$ cat config.mk
export PLATFORM = sky130hd
export DESIGN_NAME = alm_alert_limit_monitor
export DESIGN_NICKNAME = d
export VERILOG_FILES = /design/src/hw/alm_pkg.sv /design/src/hw/alm_alert_limit_monitor.sv
export SDC_FILE = /design/constraint.sdc
export NUM_CORES = 1
export LEC_CHECK = 0
export BUFFER_PORTS_ARGS = -buffer_cell sky130_fd_sc_hd__buf_2
export CAP_MARGIN = 20
export CORE_ASPECT_RATIO = 0.75
export CORE_MARGIN = 10
export CORE_UTILIZATION = 47
export DETAILED_ROUTE_END_ITERATION = 12
export PLACE_DENSITY_LB_ADDON = 0.3
export SYNTH_ARGS = -nofsm -noshare
export SYNTH_HDL_FRONTEND = slang
export SYNTH_SLANG_ARGS = --single-unit
$ cat constraint.sdc
create_clock -name i_clk -period 2.3 [get_ports i_clk]
set_input_delay 0.115 -clock i_clk [delete_from_list [all_inputs] [get_ports i_clk]]
set_output_delay 0.115 -clock i_clk [all_outputs]
set_load 0.01 [all_outputs]
$ cat src/hw/alm_pkg.sv
// Constants, field positions and carrier types for the alert limit monitor
package alm_pkg;
   localparam int          ALM_DW          = 16;
   localparam int          ALM_AW          = 8;
   localparam logic [7:0]  ALM_ADDR_MASK   = 8'h06;
   localparam logic [7:0]  ALM_ADDR_THR    = 8'h07;
   localparam logic [7:0]  ALM_ADDR_MAKER  = 8'hFE;
   localparam logic [7:0]  ALM_ADDR_DIE    = 8'hFF;
   localparam logic [15:0] ALM_RST_16      = 16'h0000;
   // Only the six enables and the two mode bits are host writable
   localparam logic [15:0] ALM_MASK_WR     = 16'hFC03;
   localparam int          ALM_B_SHUNT_OV  = 15;
   localparam int          ALM_B_SHUNT_UN  = 14;
   localparam int          ALM_B_BUS_OV    = 13;
   localparam int          ALM_B_BUS_UN    = 12;
   localparam int          ALM_B_POWER_OV  = 11;
   localparam int          ALM_B_CONV_EN   = 10;
   localparam int          ALM_B_SRC_FLAG  = 4;
   localparam int          ALM_B_DONE_FLAG = 3;
   localparam int          ALM_B_OVF_FLAG  = 2;
   localparam int          ALM_B_LEVEL     = 1;
   localparam int          ALM_B_HOLD      = 0;
   localparam int          ALM_TYPE_W      = 12;
   localparam int          ALM_REV_W       = 4;
   localparam logic [1:0]  ALM_MODE_OFF    = 2'b00;

   typedef struct packed {
      logic        wr;
      logic        rd;
      logic [7:0]  addr;
      logic [15:0] wdata;
   } alm_reg_req_t;

   typedef struct packed {
      logic        shunt_done;
      logic        bus_done;
      logic        power_done;
      logic        cycle_done;
      logic        math_ovf;
      logic [15:0] shunt_val;
      logic [15:0] bus_val;
      logic [15:0] power_val;
   } alm_meas_t;
endpackage

$ cat src/hw/alm_alert_limit_monitor.sv
// Alert, limit compare, status flags and identity registers of the monitor
// Notes on behaviour
// - Shunt over enable: alert when a finished shunt result exceeds threshold.
// - Shunt under enable: alert when a finished shunt result is below threshold.
// - Bus over enable: alert when a finished bus result exceeds threshold.
// - Bus under enable: alert when a finished bus result is below threshold.
// - Power over enable: alert when the power result exceeds threshold.
// - Conversion alert enable: alert whenever the conversion done flag sets.
// - Several limit enables: only the highest bit position is acted on.
// - One limit function at a time, plus optional conversion ready alert.
// - Source flag sets when the limit function caused the alert.
// - Hold mode: source flag clears only on a read of the mask register.
// - Follow mode: source flag clears after next conversion without fault.
// - Done flag sets once the whole conversion cycle has finished.
// - Done flag clears on non power-down config write or mask read.
// - Mode codes with both low bits zero mean power-down.
// - Overflow flag sets whenever an arithmetic overflow is reported.
// - Level bit one: active-high open collector; zero: active-low, default.
// - Hold select one: hold mode; zero: follow mode, the default.
// - Follow mode: pin and flag go idle once the fault is gone.
// - Hold mode: pin and flag stay active until the mask register is read.
// - Selected quantity is compared with the 16-bit writable threshold.
// - Read-only 16-bit maker identification register with fixed code.
// - Die register: 12-bit type code high, 4-bit revision low.
`timescale 1ns/1ps
`default_nettype none
module alm_alert_limit_monitor #(
   // Identity codes below are arbitrary neutral values
   parameter logic [15:0] MAKER_CODE = 16'hA5C3,
   parameter logic [11:0] DIE_TYPE   = 12'h5A1,
   parameter logic [3:0]  DIE_REV    = 4'h2
) (
   input  wire logic                 i_clk,
   input  wire logic                 i_resetn,
   input  wire alm_pkg::alm_reg_req_t i_req,
   output logic [alm_pkg::ALM_DW-1:0] o_rdata,
   input  wire logic                 i_cfg_wr,
   input  wire logic [2:0]           i_cfg_mode,
   input  wire alm_pkg::alm_meas_t   i_meas,
   output logic                      o_alert_out,
   output logic                      o_alert_oe
);
   import alm_pkg::*;

   logic [15:0] mask_ff;
   logic [15:0] nxt_mask;
   logic [15:0] thr_ff;
   logic [15:0] nxt_thr;
   logic        src_flag_ff;
   logic        nxt_src_flag;
   logic        done_flag_ff;
   logic        nxt_done_flag;
   logic        ovf_flag_ff;
   logic        nxt_ovf_flag;
   logic        oe_ff;
   logic        nxt_oe;
   logic [15:0] rdata_ff;
   logic [15:0] nxt_rdata;

   // Register decode
   wire mask_hit = (i_req.addr == ALM_ADDR_MASK);
   wire thr_hit  = (i_req.addr == ALM_ADDR_THR);
   wire mask_wr  = i_req.wr & mask_hit;
   wire thr_wr   = i_req.wr & thr_hit;
   wire mask_rd  = i_req.rd & mask_hit;

   // Mode fields
   wire shunt_ov_en = mask_ff[ALM_B_SHUNT_OV];
   wire shunt_un_en = mask_ff[ALM_B_SHUNT_UN];
   wire bus_ov_en   = mask_ff[ALM_B_BUS_OV];
   wire bus_un_en   = mask_ff[ALM_B_BUS_UN];
   wire power_ov_en = mask_ff[ALM_B_POWER_OV];
   wire conv_en     = mask_ff[ALM_B_CONV_EN];
   wire level_hi    = mask_ff[ALM_B_LEVEL];
   wire hold_mode   = mask_ff[ALM_B_HOLD];

   // Highest set enable wins; lower ones are masked out
   wire sel_so = shunt_ov_en;
   wire sel_su = shunt_un_en & ~shunt_ov_en;
   wire sel_bo = bus_ov_en & ~shunt_ov_en & ~shunt_un_en;
   wire sel_bu = bus_un_en & ~(|mask_ff[ALM_B_SHUNT_OV:ALM_B_BUS_OV]);
   wire sel_po = power_ov_en
               & ~(|mask_ff[ALM_B_SHUNT_OV:ALM_B_BUS_UN]);

   // Comparators against the threshold
   wire s_gt = $signed(i_meas.shunt_val) > $signed(thr_ff);
   wire s_lt = $signed(i_meas.shunt_val) < $signed(thr_ff);
   wire b_gt = i_meas.bus_val > thr_ff;
   wire b_lt = i_meas.bus_val < thr_ff;
   wire p_gt = i_meas.power_val > thr_ff;

   // A compare only counts when its own quantity has just been finished
   wire shunt_evt = (sel_so | sel_su) & i_meas.shunt_done;
   wire bus_evt   = (sel_bo | sel_bu) & i_meas.bus_done;
   wire power_evt = sel_po & i_meas.power_done;
   wire lim_evt   = shunt_evt | bus_evt | power_evt;

   wire f_so  = sel_so & s_gt;
   wire f_su  = sel_su & s_lt;
   wire f_bo  = sel_bo & b_gt;
   wire f_bu  = sel_bu & b_lt;
   wire f_po  = sel_po & p_gt;
   wire fault = lim_evt & (f_so | f_su | f_bo | f_bu | f_po);

   // Power-down codes leave the done flag alone
   wire cfg_clr = i_cfg_wr & (i_cfg_mode[1:0] != ALM_MODE_OFF);

   // Flag updates: a setting event always beats a clear in the same cycle
   always_comb begin
      nxt_src_flag = src_flag_ff;
      if (fault) begin
         nxt_src_flag = 1'b1;
      end else if (hold_mode) begin
         if (mask_rd) begin
            nxt_src_flag = 1'b0;
         end
      end else if (lim_evt) begin
         nxt_src_flag = 1'b0;
      end
   end

   always_comb begin
      nxt_done_flag = done_flag_ff;
      if (i_meas.cycle_done) begin
         nxt_done_flag = 1'b1;
      end else if (cfg_clr | mask_rd) begin
         nxt_done_flag = 1'b0;
      end
   end

   // Overflow has no other clear; a mask read releases it here
   assign nxt_ovf_flag = i_meas.math_ovf | (ovf_flag_ff & ~mask_rd);

   // Only enables and mode bits take host writes
   assign nxt_mask = mask_wr ? (i_req.wdata & ALM_MASK_WR)
                             : mask_ff;
   assign nxt_thr  = thr_wr ? i_req.wdata : thr_ff;

   // Pin pulled low when active-low alert is on, or when active-high idle
   wire nxt_active = nxt_src_flag
                   | (nxt_mask[ALM_B_CONV_EN] & nxt_done_flag);
   assign nxt_oe = nxt_active ^ nxt_mask[ALM_B_LEVEL];

   // Read mux; flags are reported before a read clears them
   wire [15:0] mask_view = mask_ff
                         | ({15'h0000, src_flag_ff} << ALM_B_SRC_FLAG)
                         | ({15'h0000, done_flag_ff} << ALM_B_DONE_FLAG)
                         | ({15'h0000, ovf_flag_ff} << ALM_B_OVF_FLAG);
   wire [15:0] die_view  = {DIE_TYPE, DIE_REV};

   always_comb begin
      nxt_rdata = rdata_ff;
      if (i_req.rd) begin
         case (i_req.addr)
            ALM_ADDR_MASK:  nxt_rdata = mask_view;
            ALM_ADDR_THR:   nxt_rdata = thr_ff;
            ALM_ADDR_MAKER: nxt_rdata = MAKER_CODE;
            ALM_ADDR_DIE:   nxt_rdata = die_view;
            default:        nxt_rdata = ALM_RST_16;
         endcase
      end
   end

   always_ff @(posedge i_clk or negedge i_resetn) begin
      if (!i_resetn) begin
         mask_ff <= ALM_RST_16;
         thr_ff  <= ALM_RST_16;
      end else begin
         mask_ff <= nxt_mask;
         thr_ff  <= nxt_thr;
      end
   end

   always_ff @(posedge i_clk or negedge i_resetn) begin
      if (!i_resetn) begin
         src_flag_ff  <= 1'b0;
         done_flag_ff <= 1'b0;
         ovf_flag_ff  <= 1'b0;
      end else begin
         src_flag_ff  <= nxt_src_flag;
         done_flag_ff <= nxt_done_flag;
         ovf_flag_ff  <= nxt_ovf_flag;
      end
   end

   always_ff @(posedge i_clk or negedge i_resetn) begin
      if (!i_resetn) begin
         oe_ff    <= 1'b0;
         rdata_ff <= ALM_RST_16;
      end else begin
         oe_ff    <= nxt_oe;
         rdata_ff <= nxt_rdata;
      end
   end

   // Open collector: the pin is only ever pulled low
   assign o_alert_out = 1'b0;
   assign o_alert_oe  = oe_ff;
   assign o_rdata     = rdata_ff;

   wire active_now = src_flag_ff | (conv_en & done_flag_ff);
endmodule
`default_nettype wire

==> results of run 1 <==
==> per-stage QoR <==
step                      util [%]  power, uW  hold slack [ns]  setup slack, ns
after floorplan                  -       1100           -0.181            0.105
after global placement        63.0       1320            0.295          -0.0718
after detailed placement      63.0       1340            0.304           -0.124
after CTS                     65.9       1860          0.00436          -0.0282
after global routing          68.3       1990           0.0303           -0.250
final                         68.3       1870          -0.0311          -0.0683
==> where the power goes <==
group / internal (uW) / leakage [uW] / switching, uW / total, uW
clock: 245 / 0.0000455 / 255 / 500
combinational: 261 / 0.00151 / 262 / 523
sequential: 819 / 0.000583 / 32.5 / 852
total: 1330 / 0.00214 / 550 / 1870
==> flip-flops by register name, indices dropped and copies added, names as in the netlist <==
signal / cells
done_flag_ff: 1
mask_ff: 8
o_alert_oe: 1
o_rdata: 16
ovf_flag_ff: 1
src_flag_ff: 1
thr_ff: 16
==> final cells by class <==
| cell class | instances | share of cell area, % |
|---|---|---|
| sequential | 44 | 25.1 |
| inverter | 24 | 2.06 |
| tap | 81 | 2.31 |
| multi-input combinational | 257 | 48.7 |
| timing repair buffer | 146 | 19.7 |
| clock buffer | 8 | 2.06 |
==> worst paths after layout <==
check,start,endpoint,slack (ns),cells past startpoint
min in group i_clk,i_req[2],thr_ff[2],0.04,2
worst max register to register,thr_ff[13],o_alert_oe,-0.07,11
worst max-delay path,thr_ff[13],o_alert_oe,-0.07,11
max in group asynchronous,i_resetn,o_rdata[0],1.71,1
worst min-delay path,i_resetn,o_rdata[6],-0.03,1
worst min register to register,ovf_flag_ff,ovf_flag_ff,0.51,1
==> per-layer routing <==
| metal | vias to the layer above | routed length, microns |
|---|---|---|
| met4 | 0 | 132 |
| met5 | - | 0 |
| met1 | 1440 | 4360 |
| li1 | 1518 | - |
| met2 | 86 | 4390 |
| met3 | 15 | 731 |
==> worst reg2reg max path: cells and delay by family, from the launching register on <==
kind                       cells  cell delay, ns
AOI/OAI and AO/OA              2            0.30
xor gates and xnor gates       1            0.13
buffers and inverters          2            0.19
DFF                            1            0.35
and+or+nand+nor                5            1.05
adders and majority gates      1            0.26
==> layout by cell type (no fill, tap or decap), drive strengths merged, types with 2 or more instances in the layout <==
master,instances
clkbuf,8
mux2,27
ha,48
nand4,14
a21oi,33
nor2,22
o21ai,9
nand3b,2
a31oi,11
nor4b,2
o21bai,2
or4,3
dfrtp,44
a21o,3
nor3,2
nand2,34
o211ai,4
inv,24
buf,145
a2111oi,2
nor2b,3
nand3,15
==> what timing repair did <==
item / CTS / global route
pin swaps: 8 / 9
setup endpoints to repair: 1 / 2
hold buffers: 1 / 0
gates cloned: 0 / 0
resized for setup: 16 / 25
setup buffers: 3 / 2
endpoints found under the hold margin: 1 / 0
==> cells by family (layout without fill, tap and decap cells) <==
family,Yosys count,after routing,synth area share (%)
fa+ha+maj,48,48,19.0
xor+xnor,1,1,0.277
buf+inv,37,178,4.66
compound gates,74,74,14.2
mux,28,28,10.0
flops,44,44,34.8
simple gates,105,105,16.9
other cells,1,1,0.118
==> impl_metrics.env, run 1 <==
export IMPL_status="complete, but fails checks"
export IMPL_violations="hold timing, setup timing"
export IMPL_setup_total_negative_slack_ns=-0.0683
export IMPL_grt_antenna_before_repair=0
export IMPL_antennaDiodeCount=0
export IMPL_mapped_cell_area_sq_mm=0.00317
export IMPL_wire_length_of_the_first_global_routing_pass_microns=15100
export IMPL_final_weighted_congestion_of_routability_driven_global_placement=0.922
export IMPL_synth_commonest_cells="sky130_fd_sc_hd__ha_1 (48), sky130_fd_sc_hd__dfrtp_1 (44), sky130_fd_sc_hd__nand2_1 (34)"
export IMPL_clock_sinks=44
export IMPL_globalRouteMet2Util_pct=28.2
export IMPL_instance_count_of_the_mapped_netlist=338
export IMPL_detailroute_via_count=3059
export IMPL_synth_ff_type="sky130_fd_sc_hd__dfrtp_1"
export IMPL_nFillCells=510
export IMPL_arrival_ns=2.60
export IMPL_yosysWarnings=0
export IMPL_multi_input_comb_area_sq_mm=0.00213
export IMPL_drt_first_pass_iters=4
export IMPL_worst_endpoint_required_ns=2.53
export IMPL_area_sequential_sq_mm=0.00110
export IMPL_drt_first_iter_violations=134
export IMPL_die_area_sq_mm=0.0105
export IMPL_synthTopCellsByArea="sky130_fd_sc_hd__dfrtp_1 (35%), sky130_fd_sc_hd__ha_1 (19%), sky130_fd_sc_hd__mux2_2 (9.2%)"
export IMPL_global_route_overflow_total=0
export IMPL_cts_tree="done"
export IMPL_worstSetupStartpointType="flip-flop"
export IMPL_drt_antenna_violating_nets=0
export IMPL_global_route_usage_total_pct=17.5
export IMPL_grt_setup_unrepaired="yes"
export IMPL_core_sq_mm=0.00641
export IMPL_met3_usage_pct=5.52
export IMPL_synth_top_cell_area_share_pct=34.8
export IMPL_floorplan_rows=25
export IMPL_route_detailed_drc=0
export IMPL_final_layout_size_suffix_gt1_share_pct=45.1
export IMPL_worst_hold_class="input pin to async pin"
export IMPL_worst_path_most_repeated_cell="sky130_fd_sc_hd__nand4_1"
export IMPL_number_of_top_level_pins=103
export IMPL_vias_per_cell=5.46
export IMPL_drv_max_cap_violation_count=0
export IMPL_die_x_extent_microns=115
export IMPL_setup_ws_ns=-0.0683
export IMPL_post_synth_top_count_cell="sky130_fd_sc_hd__ha_1"
export IMPL_synth_seq_area_share_pct=34.8
export IMPL_global_route_usage_met1_pct=22.1
export IMPL_async_flop_share_pct=100
export IMPL_cts_reportedPaths_clkPinSlew_ns=0.09
export IMPL_place_port_buffers=100
export IMPL_endpoint_kind="flip-flop"
export IMPL_layout_nets=611
export IMPL_cp_cell_sequence="inv_1 -> buf_4 -> ha_4 -> nand4_1 -> or4_4 -> nand2_4 -> nor4_2 -> o21bai_1 -> nand4_1 -> a21oi_2 -> xnor2_1"
export IMPL_peakVddDrop_mv=0.308
export IMPL_clk_path_buf_depth=2
export IMPL_relSlewSlack_pct=34.7
export IMPL_report_final_slew_viol_count=0
export IMPL_final_period_utilization_pct=103
export IMPL_timing_final_setup_violations=1
export IMPL_htree_levels=2
export IMPL_synth_enable_flop_cells=0
export IMPL_final_hold_violating_endpoints=44
export IMPL_worst_path_dominant_cell_family="simple AND/OR/NAND/NOR gates"
export IMPL_avgRoutedWirePerCell_microns=17.2
export IMPL_routed_wirelength_microns=9620
export IMPL_vias_in_the_first_global_route=3207
export IMPL_final_hold_worst_slack_ns=-0.0311
export IMPL_yosys_top_cell_by_area="sky130_fd_sc_hd__dfrtp_1"
export IMPL_layout_area_overhead_vs_synth_pct=38.3
export IMPL_numPlacedInstances=550
export IMPL_crit_slowest_cell="sky130_fd_sc_hd__or4_4"
export IMPL_critical_path_max_stage_delay_ns=0.60
export IMPL_max_freq_mhz=422
export IMPL_chipHeight_microns=91.1
export IMPL_critical_path_peak_fanout=3
export IMPL_hpwl_microns=7930
export IMPL_cts_root_buffer_cell="sky130_fd_sc_hd__clkbuf_8"
export IMPL_crit_type="flip-flop to flip-flop"
export IMPL_crit_path_buf_inv_count=2
export IMPL_fin_skew_ns=0.0110
export IMPL_postSynthAreaPerCell_sq_um=9.37
export IMPL_ys_ff_latch=44
export IMPL_timing_worst_slew_pin_value_ns=0.979
export IMPL_period_minus_slack_ns=2.37
export IMPL_synth_lib_cells_used_distinct=50
export IMPL_initial_standard_cell_utilization_of_the_core_pct=49.4
export IMPL_postPlaceCellArea_sq_mm=0.00404
export IMPL_final_instance_count_excl_fill=560
export IMPL_pin_count_of_the_biggest_net_entering_global_routing=45
export IMPL_busiest_layer="met2"
export IMPL_finalInstanceArea_sq_mm=0.00438
export IMPL_p_leak_uw=0.00214
export IMPL_cts_inserted_buffers=5
export IMPL_insertion_delay_ns=0.30
export IMPL_syn_nets=471
export IMPL_power_density_cell_area_mw_per_mm2=428
Note: power is estimated with default switching activity, not from simulation.
==> run 2, diff against run 1 <==
Settings changed: GPL_ROUTABILITY_DRIVEN set to 0, PLACE_DENSITY set to 0.78, PLACE_DENSITY_LB_ADDON 0.3 to not set.
==> run 2 against run 1 <==
Effect of this change:
- the flow still finishes with violations (hold timing, setup timing)
- power decreased by 1.5%
- cell count did not move
- sequential power is essentially flat
- combinational power grew 3%
- die area did not move
- worst setup slack got worse by 0.0092 ns
- clock-buffer cell count is 2 lower
- clock power is 8.0% lower
- register-to-register slack barely moved
- critical path type unchanged
- largest power group unchanged
==> impl_metrics.env, run 2 (synthesized netlist as in run 1, its figures left out) <==
export IMPL_drt_first_pass_iters=4
export IMPL_final_instance_count_excl_fill=560
export IMPL_grt_setup_unrepaired="yes"
export IMPL_utilization_pct=68.0
export IMPL_cts_reportedPaths_clkPinSlew_ns=0.08
export IMPL_final_layout_size_suffix_gt1_share_pct=45.7
export IMPL_period_minus_slack_ns=2.38
export IMPL_route_detailed_drc=0
export IMPL_wire_length_of_the_first_global_routing_pass_microns=15200
export IMPL_multi_input_comb_area_sq_mm=0.00213
export IMPL_clock_sinks=44
export IMPL_layout_area_overhead_vs_synth_pct=37.8
export IMPL_cts_tree="done"
export IMPL_number_of_top_level_pins=103
export IMPL_area_sequential_sq_mm=0.00110
export IMPL_fin_skew_ns=0.00178
export IMPL_critical_path_peak_fanout=2
export IMPL_critical_path_reg2reg_startpoint="thr_ff[14]"
export IMPL_avgRoutedWirePerCell_microns=17.5
export IMPL_postPlaceCellArea_sq_mm=0.00397
export IMPL_worst_hold_class="input pin to async pin"
export IMPL_floorplan_rows=25
export IMPL_chipHeight_microns=91.1
export IMPL_final_hold_worst_slack_ns=-0.0283
export IMPL_endpoint_kind="flip-flop"
export IMPL_vias_per_cell=5.56
export IMPL_hpwl_microns=7560
export IMPL_drv_max_cap_violation_count=0
export IMPL_final_hold_violating_endpoints=44
export IMPL_die_x_extent_microns=115
export IMPL_drt_antenna_violating_nets=0
export IMPL_violations="hold timing, setup timing"
export IMPL_numPlacedInstances=541
export IMPL_routed_wirelength_microns=9810
export IMPL_htree_levels=2
export IMPL_die_area_sq_mm=0.0105
export IMPL_cts_root_buffer_cell="sky130_fd_sc_hd__clkbuf_8"
export IMPL_top_library_cells_by_usage_in_the_layout_fill_and_taps_aside="sky130_fd_sc_hd__buf_2 (100), sky130_fd_sc_hd__buf_4 (45), sky130_fd_sc_hd__dfrtp_1 (44), sky130_fd_sc_hd__ha_1 (37), sky130_fd_sc_hd__nand2_1 (33)"
export IMPL_report_final_slew_viol_count=0
export IMPL_layout_nets=612
export IMPL_timing_final_setup_violations=2
export IMPL_vias_in_the_first_global_route=3229
export IMPL_peakVddDrop_mv=0.363
export IMPL_worst_r2r_endpoint="o_alert_oe"
export IMPL_p_leak_uw=0.00213
export IMPL_max_freq_mhz=421
export IMPL_regToRegSetupSlack_ns=-0.08
export IMPL_timing_worst_slew_pin_value_ns=0.975
export IMPL_grt_antenna_before_repair=0
export IMPL_status="complete, but fails checks"
export IMPL_worst_r2r_path_depth=11
export IMPL_pin_count_of_the_biggest_net_entering_global_routing=45
export IMPL_drt_first_iter_violations=239
export IMPL_crit_type="flip-flop to flip-flop"
export IMPL_relSlewSlack_pct=35.0
export IMPL_detailroute_via_count=3116
export IMPL_final_common_cell="sky130_fd_sc_hd__buf_2"
export IMPL_global_route_overflow_total=0
export IMPL_insertion_delay_ns=0.29
export IMPL_final_period_utilization_pct=103
export IMPL_place_port_buffers=100
export IMPL_initial_standard_cell_utilization_of_the_core_pct=49.4
export IMPL_core_sq_mm=0.00641
export IMPL_power_density_cell_area_mw_per_mm2=423
export IMPL_power_total_uw=1850
export IMPL_global_route_usage_total_pct=17.4
export IMPL_setup_total_negative_slack_ns=-0.116
export IMPL_arrival_ns=2.60
export IMPL_worstSetupStartpointType="flip-flop"
export IMPL_clk_path_buf_depth=2
export IMPL_finalInstanceArea_sq_mm=0.00436
export IMPL_cts_inserted_buffers=5
export IMPL_nFillCells=508
export IMPL_setup_ws_ns=-0.0776
export IMPL_worst_endpoint_required_ns=2.52
export IMPL_antennaDiodeCount=0
-- run 2: power by group --
| group | internal [uW] | switching [uW] | total [uW] |
|---|---|---|---|
| combinational | 265 | 273 | 538 |
| clock | 207 | 254 | 460 |
| sequential | 819 | 30.4 | 849 |
-- run 2: what timing repair did --
action,4_1_cts,5_1_grt
endpoints found under the setup margin,1,2
pin swaps,18,13
endpoints found under the hold margin,1,0
hold buffers,1,0
resized for setup,24,18
buffers inserted,6,6
-- run 2: per-stage QoR --
| stage | hold WS, ns | setup WS, ns |
|---|---|---|
| after global placement | 0.294 | -0.00861 |
| after global routing | 0.0299 | -0.206 |
| after CTS | 0.00108 | 0.00227 |
| after floorplan | -0.181 | 0.105 |
| after detailed placement | 0.305 | -0.146 |
| final | -0.0283 | -0.0776 |
-- run 2: routing by layer --
metal | track usage (%) | share of wire, % | routed length (microns) | vias to the layer above
met5 | 0 | 0 | 0 | -
met4 | 3.09 | 0.87 | 85 | 0
met3 | 6.38 | 9.2 | 903 | 9
met2 | 27.2 | 46 | 4510 | 116
met1 | 22.5 | 44 | 4320 | 1478
li1 | - | - | - | 1513
-- run 2: worst max-delay path, cell delays in order (launching register included) --
cell	delay, ns
sky130_fd_sc_hd__dfrtp_1	0.38
sky130_fd_sc_hd__inv_1	0.09
sky130_fd_sc_hd__ha_1	0.26
sky130_fd_sc_hd__buf_4	0.15
sky130_fd_sc_hd__a21oi_1	0.16
sky130_fd_sc_hd__nand2_1	0.07
sky130_fd_sc_hd__a21oi_1	0.20
sky130_fd_sc_hd__nor4b_4	0.26
sky130_fd_sc_hd__mux2i_1	0.22
sky130_fd_sc_hd__nand4_1	0.16
sky130_fd_sc_hd__a21oi_2	0.21
sky130_fd_sc_hd__xnor2_1	0.14
-- run 2: worst max-delay path by stage --
stage,from,endpoint,slack [ns]
floorplan,thr_ff[15],o_alert_oe,0.11
global placement,thr_ff[14],o_alert_oe,-0.009
detailed placement,thr_ff[7],o_alert_oe,-0.15
CTS,thr_ff[6],o_alert_oe,0.002
global route,thr_ff[14],o_alert_oe,-0.21
finish,thr_ff[14],o_alert_oe,-0.08
-- run 2: layout make-up --
| cell class | count | area share [%] |
|---|---|---|
| clock inverter | 1 | 0.115 |
| clock buffer | 6 | 1.66 |
| timing repair buffer | 147 | 19.7 |
| sequential | 44 | 25.2 |
| multi-input combinational | 257 | 48.9 |
| inverter | 24 | 2.06 |
| tap | 81 | 2.32 |
